File: config.mk
export PLATFORM = sky130hd
export DESIGN_NAME = ssf_top
export DESIGN_NICKNAME = d
export VERILOG_FILES = /design/src/common/ssf_pkg.sv /design/src/verilog/ssf_top.sv
export SDC_FILE = /design/constraint.sdc
export NUM_CORES = 1
export LEC_CHECK = 0
export BUFFER_PORTS_ARGS = -buffer_cell sky130_fd_sc_hd__buf_4
export CAP_MARGIN = 10
export CORE_UTILIZATION = 37
export DETAILED_ROUTE_END_ITERATION = 6
export PLACE_DENSITY_LB_ADDON = 0.05
export SLEW_MARGIN = 20
export SYNTH_ARGS = -nofsm -noshare
export SYNTH_HDL_FRONTEND = slang
export SYNTH_SLANG_ARGS = --single-unit
File: constraint.sdc
create_clock -name I_CLK -period 1.95 [get_ports I_CLK]
set_input_delay 0.195 -clock I_CLK [delete_from_list [all_inputs] [get_ports I_CLK]]
set_output_delay 0.195 -clock I_CLK [all_outputs]
set_load 0.02 [all_outputs]
File: src/common/ssf_pkg.sv
package ssf_pkg;

	// ----------------------------------------------------------------
	// Register map
	// ----------------------------------------------------------------
	localparam logic [7:0] SSF_ADDR_CFG    = 8'h42;
	localparam logic [7:0] SSF_ADDR_SETTLE = 8'h43;
	localparam logic [7:0] SSF_CFG_RESET   = 8'h00;
	localparam logic [7:0] SSF_ST_RESET    = 8'h00;

	// ----------------------------------------------------------------
	// Field positions
	// ----------------------------------------------------------------
	localparam int SSF_CFG_INTERVAL_TRIGGER_BIT  = 7;
	localparam int SSF_CFG_ITEN_BIT   = 6;
	localparam int SSF_CFG_FILTER_ENABLE_BIT  = 2;
	localparam int SSF_CFG_CUT_MSB    = 1;
	localparam int SSF_CFG_CUT_LSB    = 0;
	localparam int SSF_ST_SUB_MSB     = 7;
	localparam int SSF_ST_SUB_LSB     = 4;
	localparam int SSF_ST_INIT_MSB    = 3;
	localparam int SSF_ST_INIT_LSB    = 0;

	// ----------------------------------------------------------------
	// Cut-off encodings
	// ----------------------------------------------------------------
	localparam logic [1:0] SSF_CUT_250HZ  = 2'h0;
	localparam logic [1:0] SSF_CUT_500HZ  = 2'h1;
	localparam logic [1:0] SSF_CUT_1000HZ = 2'h2;
	localparam logic [1:0] SSF_CUT_2000HZ = 2'h3;

	// ----------------------------------------------------------------
	// Delay tables in oscillator cycles
	// ----------------------------------------------------------------
	localparam int SSF_CNT_W = 9;
	typedef logic [SSF_CNT_W-1:0] ssf_cnt_t;
	localparam ssf_cnt_t SSF_SUB_CYC [16] = '{
		9'h008, 9'h00a, 9'h00d, 9'h010, 9'h014, 9'h019, 9'h020, 9'h028,
		9'h033, 9'h040, 9'h051, 9'h066, 9'h080, 9'h0a1, 9'h0cb, 9'h100};
	localparam ssf_cnt_t SSF_INIT_CYC [16] = '{
		9'h00d, 9'h010, 9'h014, 9'h019, 9'h020, 9'h028, 9'h033, 9'h040,
		9'h051, 9'h066, 9'h080, 9'h0a1, 9'h0cb, 9'h100, 9'h143, 9'h196};

	// ----------------------------------------------------------------
	// Sequencer states, Gray along idle -> initial -> subsequent
	// ----------------------------------------------------------------
	typedef enum logic [1:0] {
		SSF_IDLE = 2'b00,
		SSF_INIT = 2'b01,
		SSF_SUBS = 2'b11
	} ssf_state_e;

endpackage

File: src/verilog/ssf_top.sv
// Our own choice: the plain strobed port.
`timescale 1ns/1ps
// Contract
// - A one written to the interval trigger bit starts interval timing only in low-power direct mode with the interval feature enabled, and the bit clears itself.
// - The write-only interval trigger enable bit 6 turns the interval function on, and is zero after reset.
// - The filter enable bit routes samples through the low-pass filter when one and bypasses it when zero.
// - With the filter enabled the cut-off field selects 250, 500, 1000 or 2000 Hz for codes 00 to 11.
// - While the filter is disabled, writes to the cut-off field have no effect and the filter stays bypassed.
// - The upper nibble of the settling register picks the subsequent sample delay from 8 to 256 oscillator cycles.
// - The lower nibble picks the initial sample delay from 13 to 406 oscillator cycles.
// - In low-power direct mode the sequencer starts on entry, or only on a trigger write if interval is enabled, then triggers captures while the mode lasts.
module ssf_top
	import ssf_pkg::*;
(
	input  wire logic       I_CLK,
	input  wire logic       I_RESETN,
	input  wire logic [7:0] I_ADDR,
	input  wire logic [7:0] I_WDATA,
	input  wire logic       I_WR,
	input  wire logic       I_RD,
	input  wire logic       I_LOW_POWER_DIRECT_MODE,
	input  wire logic       I_MFO_CLK,
	output logic      [7:0] O_RDATA,
	output logic            O_ADC_TRIG,
	output logic            O_FILTER_EN,
	output logic      [1:0] O_FILTER_CUTOFF,
	output logic            O_SEQ_BUSY
);

	// ----------------------------------------------------------------
	// Decode
	// ----------------------------------------------------------------
	function automatic logic hit(input logic [7:0] a, input logic [7:0] r);
		return a == r;
	endfunction

	logic       wr_cfg;
	logic       wr_st;
	logic       interval_trigger_wr;
	assign wr_cfg   = I_WR && hit(I_ADDR, SSF_ADDR_CFG);
	assign wr_st    = I_WR && hit(I_ADDR, SSF_ADDR_SETTLE);
	assign interval_trigger_wr = wr_cfg && I_WDATA[SSF_CFG_INTERVAL_TRIGGER_BIT];

	// ----------------------------------------------------------------
	// Configuration registers
	// ----------------------------------------------------------------
	logic       iten_reg;
	logic       filter_enable_reg;
	logic [1:0] cut_reg;
	logic [3:0] sub_sel_reg;
	logic [3:0] init_sel_reg;

	always_ff @(posedge I_CLK or negedge I_RESETN) begin
		if (!I_RESETN) begin
			iten_reg  <= SSF_CFG_RESET[SSF_CFG_ITEN_BIT];
			filter_enable_reg <= SSF_CFG_RESET[SSF_CFG_FILTER_ENABLE_BIT];
			cut_reg   <= SSF_CFG_RESET[SSF_CFG_CUT_MSB:SSF_CFG_CUT_LSB];
		end else if (wr_cfg) begin
			iten_reg  <= I_WDATA[SSF_CFG_ITEN_BIT];
			filter_enable_reg <= I_WDATA[SSF_CFG_FILTER_ENABLE_BIT];
			if (I_WDATA[SSF_CFG_FILTER_ENABLE_BIT]) begin
				cut_reg <= I_WDATA[SSF_CFG_CUT_MSB:SSF_CFG_CUT_LSB];
			end
		end
	end

	always_ff @(posedge I_CLK or negedge I_RESETN) begin
		if (!I_RESETN) begin
			sub_sel_reg  <= SSF_ST_RESET[SSF_ST_SUB_MSB:SSF_ST_SUB_LSB];
			init_sel_reg <= SSF_ST_RESET[SSF_ST_INIT_MSB:SSF_ST_INIT_LSB];
		end else if (wr_st) begin
			sub_sel_reg  <= I_WDATA[SSF_ST_SUB_MSB:SSF_ST_SUB_LSB];
			init_sel_reg <= I_WDATA[SSF_ST_INIT_MSB:SSF_ST_INIT_LSB];
		end
	end

	// ----------------------------------------------------------------
	// Read port, trigger and interval enable bits read as zero
	// ----------------------------------------------------------------
	always_ff @(posedge I_CLK or negedge I_RESETN) begin
		if (!I_RESETN) begin
			O_RDATA <= 8'h00;
		end else if (I_RD && hit(I_ADDR, SSF_ADDR_CFG)) begin
			O_RDATA <= {5'h00, filter_enable_reg, cut_reg};
		end else if (I_RD && hit(I_ADDR, SSF_ADDR_SETTLE)) begin
			O_RDATA <= {sub_sel_reg, init_sel_reg};
		end else begin
			O_RDATA <= 8'h00;
		end
	end

	// ----------------------------------------------------------------
	// Filter controls, bypass forces the cut-off output to reset code
	// ----------------------------------------------------------------
	always_ff @(posedge I_CLK or negedge I_RESETN) begin
		if (!I_RESETN) begin
			O_FILTER_EN     <= 1'b0;
			O_FILTER_CUTOFF <= SSF_CUT_250HZ;
		end else begin
			O_FILTER_EN     <= filter_enable_reg;
			O_FILTER_CUTOFF <= filter_enable_reg ? cut_reg : SSF_CUT_250HZ;
		end
	end

	// ----------------------------------------------------------------
	// Oscillator edge detect
	// ----------------------------------------------------------------
	logic mfo_s1_reg;
	logic mfo_s2_reg;
	logic mfo_s3_reg;
	logic mfo_edge;

	always_ff @(posedge I_CLK or negedge I_RESETN) begin
		if (!I_RESETN) begin
			mfo_s1_reg <= 1'b0;
			mfo_s2_reg <= 1'b0;
			mfo_s3_reg <= 1'b0;
		end else begin
			mfo_s1_reg <= I_MFO_CLK;
			mfo_s2_reg <= mfo_s1_reg;
			mfo_s3_reg <= mfo_s2_reg;
		end
	end
	// Only the second and third flops feed logic, the first may be metastable
	assign mfo_edge = mfo_s2_reg && !mfo_s3_reg;

	// ----------------------------------------------------------------
	// Capture sequencer
	// ----------------------------------------------------------------
	ssf_state_e state_reg;
	ssf_state_e state_next;
	ssf_cnt_t   cnt_reg;
	ssf_cnt_t   cnt_next;
	logic       trig_next;
	logic       low_power_direct_mode_d_reg;
	logic       start;

	always_ff @(posedge I_CLK or negedge I_RESETN) begin
		if (!I_RESETN) begin
			low_power_direct_mode_d_reg <= 1'b0;
		end else begin
			low_power_direct_mode_d_reg <= I_LOW_POWER_DIRECT_MODE;
		end
	end

	// Interval mode waits for the trigger write, otherwise entry starts it
	assign start = I_LOW_POWER_DIRECT_MODE && (iten_reg ? interval_trigger_wr : !low_power_direct_mode_d_reg);

	always_comb begin
		state_next = state_reg;
		cnt_next   = cnt_reg;
		trig_next  = 1'b0;
		if (!I_LOW_POWER_DIRECT_MODE) begin
			state_next = SSF_IDLE;
			cnt_next   = '0;
		end else begin
			unique case (state_reg)
				SSF_IDLE: begin
					if (start) begin
						state_next = SSF_INIT;
						cnt_next   = SSF_INIT_CYC[init_sel_reg];
					end
				end
				SSF_INIT, SSF_SUBS: begin
					if (mfo_edge) begin
						if (cnt_reg == ssf_cnt_t'(1)) begin
							trig_next  = 1'b1;
							state_next = SSF_SUBS;
							cnt_next   = SSF_SUB_CYC[sub_sel_reg];
						end else begin
							cnt_next = cnt_reg - ssf_cnt_t'(1);
						end
					end
				end
				default: begin
					state_next = SSF_IDLE;
					cnt_next   = '0;
				end
			endcase
		end
	end

	always_ff @(posedge I_CLK or negedge I_RESETN) begin
		if (!I_RESETN) begin
			state_reg  <= SSF_IDLE;
			cnt_reg    <= '0;
			O_ADC_TRIG <= 1'b0;
			O_SEQ_BUSY <= 1'b0;
		end else begin
			state_reg  <= state_next;
			cnt_reg    <= cnt_next;
			O_ADC_TRIG <= trig_next;
			O_SEQ_BUSY <= state_next != SSF_IDLE;
		end
	end
endmodule // ssf_top

== Word-level counts from Yosys, hierarchy flattened ==
Memory sizes are Yosys's and may differ from the RTL's.
Cells that the tools add are included.
Cells by class
  magnitude comparators: 2
  add/sub/neg operators: 1
  divide/modulo/power cells: 0
  reduce and logical (&&, ||, !) cells: 14
  shift operators: 0
  bitwise logic cells: 2
  equal/unequal tests: 7
  $mul: 0
  muxes and demuxes: 22
Operator list (number)
  $mux 9: 8
  $pmux 9 s2: 1
  $eq 8x7->1 const B: 2
  $mux 8: 2
  $ge 5x5->1 const B: 2
  $mux 2: 5
  $not 4->5: 2
  $eq 9x1->1 const B: 1
  $sub 9x1->9 const B: 1
  $logic_and 1x1->1: 7
  $ne 3x3->1 const B: 2
  $mux 1: 5
  $pmux 2 s2: 1
  $reduce_and 2->1: 2
  $eq 2x1->1 const B: 1
  $eq 2x2->1 const B: 1
  $logic_not 1->1: 2
  $logic_not 2->1: 1
  $reduce_bool 2->1: 1
  $reduce_or 2->1: 1
Storage, ports and cells
  bits in registers: 40
  latch bits: 0
  memory bits (writable): 0
  memory bits (read-only): 288
  input port bits: 22
  memories kept: 2
  word-level logic and storage cells: 66
Memory list
  (name not given): words 16, bits a word 9, rd ports 1, clocked after Yosys merged registers in 0, write ports 0, RTL line ssf_top.sv:169  | cnt_next = SSF_SUB_CYC[sub_sel_reg];
  (name not given): words 16, bits a word 9, rd ports 1, clocked after Yosys merged registers in 0, write ports 0, RTL line ssf_top.sv:161  | cnt_next = SSF_INIT_CYC[init_sel_reg];

== Longest topological paths before layout ==
Gate-level depths: netlist (run 1).
  depth after elaboration: 9
  depth in mapped cells: 8
  depth with buffers taken out: 7

== Worst setup path after synthesis (run 1) ==
OpenSTA, ideal clock, no wires.
  path type: reg-to-reg
  from: reg cnt_reg[1]
  to: reg cnt_reg[3]
  buffers on the path: 1
  clock period less this slack: 1.905 ns
  data required time: 1.828 ns
  arrival: 1.784 ns
  slack: 0.045 ns
  stages on the path, launching flop included: 9
  path through: dfrtp_1 -> inv_1 -> ha_1 -> or4b_4 -> or2_1 -> buf_6 -> nand2_4 -> o221ai_1 -> a32o_1
Between the ends
  longest elaborated chain between the ends: 5
Ends and longest elaborated chain
  from (decl): RTL line ssf_top.sv:132  | ssf_cnt_t cnt_reg;
  from (signal assigned): RTL line ssf_top.sv:191  | cnt_reg <= cnt_next;
  $sub 9x1->9 / $eq 9x1->1 (equally long branches): RTL line ssf_top.sv:171, ssf_top.sv:166
  $mux 9 *: RTL line ssf_top.sv:166  | if (cnt_reg == ssf_cnt_t'(1)) begin
  $mux 9 *: RTL line ssf_top.sv:165  | if (mfo_edge) begin
  $pmux 9 s2 *: RTL line ssf_top.sv:157  | unique case (state_reg)
  $mux 9 *: RTL line ssf_top.sv:153  | if (!I_LOW_POWER_DIRECT_MODE) begin
Every way passes the cells marked *; elsewhere a longest branch is shown, timed or not. The select of a mux whose other input is x is not followed.
A chain may end at the register's enable or synchronous reset.

== Final worst setup path (run 1) ==
  from: reg cnt_reg[1]
  to: reg cnt_reg[4]
Same word-level chain as after synthesis.

==> results.md, run 1 <==
- Final GP Congestion: 0.736
- Max FFs per register: 9
- Run status: complete, but fails checks
- Leakage: 1.49 nW
- Root Buffer: clkbuf_8
- Yosys top cell area share: 0.412
- Die H: 83.0 um
- Placed Area: 2960 um2
- Initial core utilization: 0.382
- Syn Nets: 274
- Worst EP arrival: 2.13 ns
- Share of layout cells above drive strength 1: 0.391
- Clock Tree Buf Depth: 2
- Reg2Reg Depth: 7
- Clock slew at reported path FFs: 0.07 ns
- Standard-cell rows: 29
- Synth async-reset ratio: 1.00
- Gr usage total: 0.175
- Reg-to-Reg Start: cnt_reg[1]$_DFFE_PN0P_
- Grt total ovfl: 0
- Post-synthesis instance total: 238
- DR vias: 1967
- Core area: 6350 um2
- Slew @ Worst Pin: 0.524 ns
- Clock buffer count from CTS: 5
- Most common cell in the synthesized netlist: dfrtp_1
- Max Slew Vio Count: 0
- Final setup viols: 1
- Seq/Total Area, Yosys: 0.412
- Pwr dens: 618 nW/um2
- Final critical-path share of the clock period: 1.00
- Crit path launch type: flop
- Synth area leaders: dfrtp_1 41%, ha_1 7.2%, mux2_2 5.6%
- Fin nets: 338
- VDD IR max: 0.359 mV
- Largest family of logic cells by synthesized area: simple AND/OR/NAND/NOR gates
- #FFs+latches synth: 40
- Synth Warn #: 0
- Met3 wire length: 120 um
- Setup tns final: -0.00496 ns
- Worst path required time: 2.12 ns
- TritonCTS clock tree: yes
- Latest clock arrival within the worst-skew pair: 0.29 ns
- Initial antenna violation count: 0
- Worst hold start: I_WDATA[3]
- Syn avg cell area: 10.2 um2
- I/O pins: 35
- Reg-to-reg slack, setup: -0.005 ns
- Largest net degree at the start of global routing: 41
- DR DRC count: 0
- Min-delay worst type: primary input to flop
- Rel. slew slack: 0.651
- Drt pass-1 iters: 4
- CP Max Fanout: 5
- CTS sink count: 40
- Hold Path Stages: 2
- WL met1: 2810 um
- Yosys cell types: 63
- Failing checks: negative setup slack
- Dpl hpwl: 4300 um
- Die Width: 83.0 um
- Post-Synth Adder-Cell Area: 0.0722
- Max-cap viol count: 0
- EDFF count, synth: 0
- Top post-synthesis cells by count: 40 x dfrtp_1, 17 x nand2_1, 15 x nor2_1
- Final instance area: 3160 um2
- Wire length per cell: 15.2 um
- Hold Slack: 0.135 ns
- Final Util: 0.497
- Simple-gate portion of the synthesized area: 0.204
- Compound-Gate Fraction of Synth Area: 0.171
- Synth Cell Area: 2430 um2
- Tot Pwr: 1.95 mW
- Placed Cells: 368
- Post-synth top area cell: dfrtp_1
- Vias in the first global route: 1913
- Setup Skew: 0.0108 ns
- FF-to-FF End: cnt_reg[4]$_DFFE_PN0P_
- IO Port Bufs: 34
- Metal2 WL: 2760 um
- H-Tree Depth: 2
- Post-route ant nets: 0
- Fin. Hold Viols: 0
- Worst-case hold path end point: init_sel_reg[3]$_DFFE_PN0P_
- Mux share of post-synthesis cell area: 0.0892
- CP Class: flop to flop
- Synth Flop Type: dfrtp_1
- Crit end category: flop
- Top sig layer: met4
- First-pass GRT wire length: 9630 um
- Fin cells: 379
- RSZ-0062 raised after global routing: true
- Ant diodes: 0
- Pre-CTS WS: -0.0928 ns
- Area Overhead vs Synth: 30.0%
- Maximum achievable frequency: 512 MHz
- Synth Area in XOR/XNOR: 0.00722
- Routed wire length: 5760 um
- Post-layout min period: 1.95 ns
- Vias per cell: 5.19
- Worst Setup Slack, final: -0.00496 ns
- Die area: 6890 um2
- Starting DRT DRC Count: 69
-- layout by cell type (no fill, tap or decap), types with 7 or more instances in the layout --
master,count
o21ai_0,9
ha_1,12
nand2_1,17
buf_4,69
nor2_1,15
dfrtp_1,39
mux2i_1,7
mux2_2,12
inv_1,7
and3_1,7
a21oi_1,10
-- routing by layer --
metal | global-route usage | vias up
met1 | 0.246 | 945
met5 | 0 | -
met3 | 0.0308 | 6
met2 | 0.275 | 20
li1 | - | 996
met4 | 0.0517 | 0
-- where the power goes --
part / switching (mW) / internal, mW
Sequential: 0.0401 / 0.868
Combinational: 0.252 / 0.268
Clock: 0.281 / 0.242
-- worst max-delay path by stage --
stage,cells past startpoint,end,slack (ns),start
3_5_place_dp,6,cnt_reg[5]$_DFFE_PN0P_,-0.09,I_ADDR[5]
2_1_floorplan,8,cnt_reg[3]$_DFFE_PN0P_,0.04,cnt_reg[1]$_DFFE_PN0P_
5_1_grt,7,cnt_reg[0]$_DFFE_PN0P_,-0.09,cnt_reg[1]$_DFFE_PN0P_
6_report,7,cnt_reg[4]$_DFFE_PN0P_,-0.005,cnt_reg[1]$_DFFE_PN0P_
4_1_cts,7,cnt_reg[3]$_DFFE_PN0P_,-0.02,cnt_reg[1]$_DFFE_PN0P_
3_3_place_gp,7,cnt_reg[3]$_DFFE_PN0P_,-0.08,cnt_reg[1]$_DFFE_PN0P_
-- cells by family after synthesis --
| logic type | count (synthesis) |
|---|---|
| and+or+nand+nor | 80 |
| AOI/OAI and AO/OA | 59 |
| DFF | 40 |
| buffers and inverters | 23 |
| muxes | 20 |
| adders and majority gates | 14 |
| xor gates and xnor gates | 2 |
-- critical path: stages (launching register included) --
cell and delay, ns:
dfrtp_1 0.39, inv_2 0.08, ha_4 0.12, or4b_4 0.49, or2_4 0.32, nand2_4 0.10, o311ai_2 0.09, a32o_2 0.25
-- area by class of cell --
cell class	instances	area [um2]
inverter	8	30.0
multi-input combinational	175	1400
timing repair buffer	72	549
tap	77	96.3
fill	613	3190
sequential	40	1000
clock buffer	5	68.8
clock inverter	2	12.5
-- timing repair --
item / CTS / global route
gates resized for setup: 3 / 17
endpoints found under the hold margin: 41 / 0
setup buffers: 0 / 2
pin swaps: 0 / 12
hold buffers: 2 / 0
endpoints found under the setup margin: 7 / 9
Power figures use the tool's default switching activity.
==> run 2, diff against run 1 <==
--- a/config.mk
+++ b/config.mk
@@ -7,9 +7,11 @@
 export LEC_CHECK = 0
 export BUFFER_PORTS_ARGS = -buffer_cell sky130_fd_sc_hd__buf_4
 export CAP_MARGIN = 10
-export CORE_UTILIZATION = 37
+export CORE_UTILIZATION = 35
+export CTS_BUF_LIST = sky130_fd_sc_hd__clkbuf_8
 export DETAILED_ROUTE_END_ITERATION = 6
 export PLACE_DENSITY_LB_ADDON = 0.05
+export SKIP_CTS_REPAIR_TIMING = 1
 export SLEW_MARGIN = 20
 export SYNTH_ARGS = -nofsm -noshare
 export SYNTH_HDL_FRONTEND = slang
==> run 2 against run 1 <==
Net effect: via count is 0.25% lower; critical endpoint is now cnt_reg[3]$_DFFE_PN0P_; the run now ends clean; design area down 0.91%; die area up 5.6%; register-to-register slack improved by 0.02 ns; largest cell class unchanged; routed wire length up 1.6%; flip-flop and latch count did not move; sequential power barely moved; sequential share of layout area grew 0.25 points; global-route usage rose by 0.53 points; non-clock buffer count shrank 2; critical path type unchanged; worst hold slack got worse by 0.00057 ns.
==> results.md, run 2 (same netlist as run 1, synthesis figures left out) <==
- Grt total ovfl: 0 (unchanged)
- Max Slew Vio Count: 0 (unchanged)
- Sw power: 0.593 mW (+3.6%)
- CP Class: flop to flop
- Tot Pwr: 2.09 mW (+7.0%)
- Fin nets: 336 (-0.59%)
- Drt pass-1 iters: 4 (unchanged)
- First-pass GRT wire length: 10100 um (+4.4%)
- Run status: finished, final reports clean
- Area Overhead vs Synth: 28.8%
- Leakage: 1.48 nW (-0.60%)
- Slew @ Worst Pin: 0.525 ns (+0.00174 ns)
- Comb pwr share: 0.234 (-0.033)
- Clock buffer count from CTS: 5 (unchanged)
- H-Tree Depth: 2 (unchanged)
- Final critical-path share of the clock period: 0.993 (-0.00988)
- Latest clock arrival within the worst-skew pair: 0.29 ns (about the same)
- Dpl hpwl: 4450 um (+3.5%)
- Initial antenna violation count: 0 (unchanged)
- Final Util: 0.479 (-0.0182)
- Final setup viols: 0 (-1)
- RSZ-0062 raised after global routing: true
- Largest net degree at the start of global routing: 41 (unchanged)
- Starting DRT DRC Count: 111 (+61%)
- Wire length per cell: 15.5 um (+1.8%)
- I/O pins: 35 (unchanged)
- CP Max Fanout: 6 (+1)
- Rel. slew slack: 0.650 (-0.00116)
- Internal: 1.49 mW (+8.4%)
- IO Port Bufs: 34 (unchanged)
- Fill cells: 636 (+3.8%)
- Crit end category: flop
- Core area: 6530 um2 (+2.9%)
- Pwr dens: 668 nW/um2 (+8.0%)
- Share of layout cells above drive strength 1: 0.362 (-0.0286)
- Worst EP arrival: 2.13 ns (about the same)
- TritonCTS clock tree: yes
- Max FFs per register: 9 (unchanged)
- Final GP Congestion: 0.801 (+8.8%)
- Fin. Hold Viols: 0 (unchanged)
- Sequential share of power: 0.436 (-0.029)
- Commonest non-fill, non-tap cells in the layout: 68 x buf_4, 40 x dfrtp_1, 17 x nand2_1
- Routed wire length: 5850 um (+1.6%)
- Setup Skew: 0.00486 ns (-0.00594 ns)
- Vias in the first global route: 2005 (+4.8%)
- Clock Tree Buf Depth: 2 (unchanged)
- Standard-cell rows: 29 (unchanged)
- Max-cap viol count: 0 (unchanged)
- Initial core utilization: 0.372 (-0.0106)
- Gr usage total: 0.180 (+0.00527)
- Clock slew at reported path FFs: 0.09 ns (+0.02 ns)
- Die H: 85.3 um (+2.7%)
- Most common library cell in the layout ignoring fill and taps: buf_4
- Worst path required time: 2.14 ns (+0.02 ns)
- Die Width: 85.3 um (+2.7%)
- Post-route ant nets: 0 (unchanged)
- Ant diodes: 0 (unchanged)
- Power share of the clock group: 0.330 (+0.062)
- Area of the multi-input gates: 1360 um2 (-2.8%)
- Sw Ratio: 0.284 (-0.00933)
- Root Buffer: clkbuf_8
- Min-delay worst type: primary input to flop
- Post-layout min period: 1.94 ns (-0.0193 ns)
- Maximum achievable frequency: 517 MHz (+0.99%)
- VDD IR max: 0.313 mV (-13%)
- Sequential cell area: 1000 um2 (-0.12%)
- Die area: 7270 um2 (+5.6%)
- Vias per cell: 5.19 (about the same)
- DR vias: 1962 (-0.25%)
- Crit path launch type: flop
- CTS sink count: 40 (unchanged)
- DR DRC count: 0 (unchanged)
run 2: power by group through the flow:
stage / Sequential, mW / Combinational, mW / Clock (mW)
floorplan: 0.918 / 0.269 / 0
global placement: 0.925 / 0.466 / 0
detailed placement: 0.925 / 0.463 / 0
CTS: 0.908 / 0.466 / 0.711
global route: 0.919 / 0.542 / 0.746
finish: 0.910 / 0.488 / 0.690
run 2: metrics by stage:
step / setup TNS [ns] / worst slack (ns) / hold slack [ns] / instance area (um2) / instances
after global routing: -0.210 / -0.0627 / 0.126 / 3130 / 378
after detailed placement: -0.422 / -0.0566 / 0.212 / 2960 / 368
final: 0 / 0.0143 / 0.134 / 3130 / 378
after floorplan: 0 / 0.0449 / -0.101 / 2430 / 238
after CTS: -0.230 / -0.0577 / -0.111 / 3070 / 376
after global placement: -0.319 / -0.0404 / 0.217 / 2960 / 368
run 2: worst paths after layout:
check | start | endpoint | slack (ns) | cells after the start
max reg2reg | cnt_reg[1]$_DFFE_PN0P_ | cnt_reg[3]$_DFFE_PN0P_ | 0.01 | 7
min reg2reg | mfo_s1_reg$_DFF_PN0_ | mfo_s2_reg$_DFF_PN0_ | 0.35 | 0
min in group asynchronous | I_RESETN | O_FILTER_CUTOFF[1]$_DFF_PN0_ | 0.41 | 2
max | cnt_reg[1]$_DFFE_PN0P_ | cnt_reg[3]$_DFFE_PN0P_ | 0.01 | 7
min | I_WDATA[5] | sub_sel_reg[1]$_DFFE_PN0P_ | 0.13 | 2
max in group asynchronous | I_RESETN | state_reg[1]$_DFF_PN0_ | 1.17 | 2
run 2: layout make-up:
cell class | instances | area share
multi-input cells | 175 | 0.434
flip-flops and latches | 40 | 0.320
clock inverters | 3 | 0.0136
inverters | 8 | 0.00960
clock buffers | 5 | 0.0220
well taps | 77 | 0.0308
repair buffers | 70 | 0.170
run 2: critical path, cell delays in order, from the launching register on:
cell      delay (ns)
dfrtp_1         0.40
inv_2           0.08
ha_4            0.12
or4b_4          0.49
or2_4           0.31
nand2_4         0.09
o221ai_1        0.13
a32o_1          0.22
run 2: per-layer routing:
layer | vias up | GRT usage | routed length (um)
met5 | - | 0 | 0
met4 | 0 | 0.0545 | 59
met3 | 5 | 0.0292 | 125
met2 | 18 | 0.284 | 2750
met1 | 947 | 0.254 | 2920
li1 | 992 | - | -
==> run 3, diff against run 2 <==
--- a/config.mk
+++ b/config.mk
@@ -10,6 +10,7 @@
 export CORE_UTILIZATION = 35
 export CTS_BUF_LIST = sky130_fd_sc_hd__clkbuf_8
 export DETAILED_ROUTE_END_ITERATION = 6
+export HOLD_SLACK_MARGIN = 0.08
 export PLACE_DENSITY_LB_ADDON = 0.05
 export SKIP_CTS_REPAIR_TIMING = 1
 export SLEW_MARGIN = 20
==> constraint.sdc (replaced) <==
create_clock -name I_CLK -period 1.7 [get_ports I_CLK]
set_input_delay 0.17 -clock I_CLK [delete_from_list [all_inputs] [get_ports I_CLK]]
set_output_delay 0.17 -clock I_CLK [all_outputs]
set_load 0.02 [all_outputs]
==> run 3 against run 2 <==
Net effect: fmax grew 0.37%; utilization grew 2.2 points; worst hold slack lost 0.023 ns; flip-flop and latch count is the same; the run now ends with negative setup slack left; worst setup slack lost 0.24 ns.
==> results.md, run 3 (same netlist as run 1, synthesis figures left out) <==
- Failing checks: negative setup slack
- Initial antenna violation count: 0 (unchanged)
- Slew @ Worst Pin: 0.513 ns (-0.0123 ns)
- Dpl hpwl: 4410 um (-0.91%)
- Max FFs per register: 9 (unchanged)
- Clock slew at reported path FFs: 0.08 ns (about the same)
- Initial core utilization: 0.372 (unchanged)
- Die area: 7270 um2 (unchanged)
- Max-cap viol count: 0 (unchanged)
- Final instance area: 3270 um2 (+4.5%)
- Die Width: 85.3 um (unchanged)
- Root Buffer: clkbuf_8
- Worst EP arrival: 2.10 ns (-0.03 ns)
- Setup tns final: -1.97 ns (-1.97 ns)
- Area Overhead vs Synth: 34.6%
- CP Class: flop to flop
- IO Port Bufs: 34 (unchanged)
- CP Max Fanout: 6 (unchanged)
- CTS sink count: 40 (unchanged)
- Placed Area: 3060 um2 (+3.6%)
- VDD IR max: 0.436 mV (+39%)
- Post-route ant nets: 0 (unchanged)
- Largest net degree at the start of global routing: 41 (unchanged)
- Share of layout cells above drive strength 1: 0.403 (+0.0404)
- Worst Setup Slack, final: -0.229 ns (-0.243 ns)
- Final GP Congestion: 0.799 (-0.32%)
- Routed wire length: 5890 um (+0.74%)
- Crit end category: flop
- Leakage: 1.55 nW (+4.9%)
- Fin. Hold Viols: 0 (unchanged)
- I/O pins: 35 (unchanged)
- DR vias: 2031 (+3.5%)
- Crit path launch type: flop
- Area of the multi-input gates: 1380 um2 (+1.5%)
- Vias per cell: 5.14 (-0.94%)
- Sequential cell area: 1000 um2 (unchanged)
- Maximum achievable frequency: 519 MHz (+0.37%)
- Fin cells: 395 (+4.5%)
- Most common library cell in the layout ignoring fill and taps: buf_4
- Placed Cells: 382 (+3.8%)
- Gr usage total: 0.179 (-0.000977)
- Ant diodes: 0 (unchanged)
- Grt total ovfl: 0 (unchanged)
- Die H: 85.3 um (unchanged)
- Drt pass-1 iters: 4 (unchanged)
- TritonCTS clock tree: yes
- Core area: 6530 um2 (unchanged)
- H-Tree Depth: 2 (unchanged)
- Wire length per cell: 14.9 um (-3.6%)
- Latest clock arrival within the worst-skew pair: 0.29 ns (about the same)
- Clock Tree Buf Depth: 2 (unchanged)
- Rel. slew slack: 0.658 (+0.00817)
- DR DRC count: 0 (unchanged)
- Standard-cell rows: 29 (unchanged)
- Pwr dens: 708 nW/um2 (+6.0%)
- Min-delay worst type: primary input to flop
- Final critical-path share of the clock period: 1.13 (+0.142)
- Final Util: 0.500 (+0.0216)
- Commonest non-fill, non-tap cells in the layout: 83 x buf_4, 40 x dfrtp_1, 17 x nand2_1
- Max Slew Vio Count: 0 (unchanged)
- RSZ-0062 raised after global routing: true
- Fin nets: 353 (+5.1%)
- Clock buffer count from CTS: 5 (unchanged)
- Final setup viols: 11 (+11)
- First-pass GRT wire length: 10000 um (-0.48%)
- Vias in the first global route: 1981 (-1.2%)
- Starting DRT DRC Count: 77 (-31%)
- Post-layout min period: 1.93 ns (-0.00716 ns)
- Setup Skew: 0.00381 ns (-0.00106 ns)
- Fill cells: 638 (+0.31%)
- Worst path required time: 1.87 ns (-0.27 ns)
- Run status: complete, but fails checks
- Tot Pwr: 2.31 mW (+11%)
==> run 3: cell count changes in the layout (fill, tap and decap cells not counted), sizes merged <==
| cell | change |
|---|---|
| buf | +17 |
| clkinvlp | +1 |
| bufinv | -1 |
| clkinv | -1 |
| clkbuf | +1 |
==> run 3: final cells by class <==
cell class,count,area share
multi-input combinational,175,0.422
sequential,40,0.306
timing repair buffer,87,0.204
tap,77,0.0295
clock buffer,6,0.0253
inverter,8,0.00919
clock inverter,2,0.00459
==> run 3: worst paths after layout <==
| check | start | to | slack (ns) | cells past startpoint |
|---|---|---|---|---|
| max | cnt_reg[1]$_DFFE_PN0P_ | cnt_reg[0]$_DFFE_PN0P_ | -0.23 | 7 |
| min | I_WDATA[3] | init_sel_reg[3]$_DFFE_PN0P_ | 0.11 | 2 |
| max in group asynchronous | I_RESETN | cnt_reg[2]$_DFFE_PN0P_ | 0.95 | 2 |
| min reg2reg | mfo_s1_reg$_DFF_PN0_ | mfo_s2_reg$_DFF_PN0_ | 0.35 | 0 |
| min in group asynchronous | I_RESETN | cut_reg[1]$_DFFE_PN0P_ | 0.39 | 2 |
| max reg2reg | cnt_reg[1]$_DFFE_PN0P_ | cnt_reg[0]$_DFFE_PN0P_ | -0.23 | 7 |
==> run 3: power breakdown <==
part | switching (mW) | internal (mW)
Combinational | 0.295 | 0.322
Sequential | 0.0417 | 0.996
Clock | 0.331 | 0.328
Total | 0.668 | 1.65
==> run 3: worst max-delay path, cell delays in order (launching register included) <==
cell      delay (ns)
dfrtp_1         0.39
inv_2           0.08
ha_4            0.13
or4b_4          0.49
nor2_4          0.22
o211ai_1        0.18
a32oi_1         0.23
a21oi_1         0.09
==> run 3: per-layer routing <==
layer | vias up | GRT usage | part of all wire
met5 | - | 0 | 0
met4 | 0 | 0.0455 | 0.0080
met3 | 4 | 0.0321 | 0.031
met2 | 34 | 0.286 | 0.49
met1 | 965 | 0.252 | 0.47
li1 | 1028 | - | -
==> run 3: stage by stage <==
step	hold slack, ns	setup slack [ns]
3_5_place_dp	0.191	-0.313
3_3_place_gp	0.181	-0.338
2_1_floorplan	-0.126	-0.205
4_1_cts	-0.134	-0.328
6_report	0.112	-0.229
5_1_grt	0.0982	-0.330
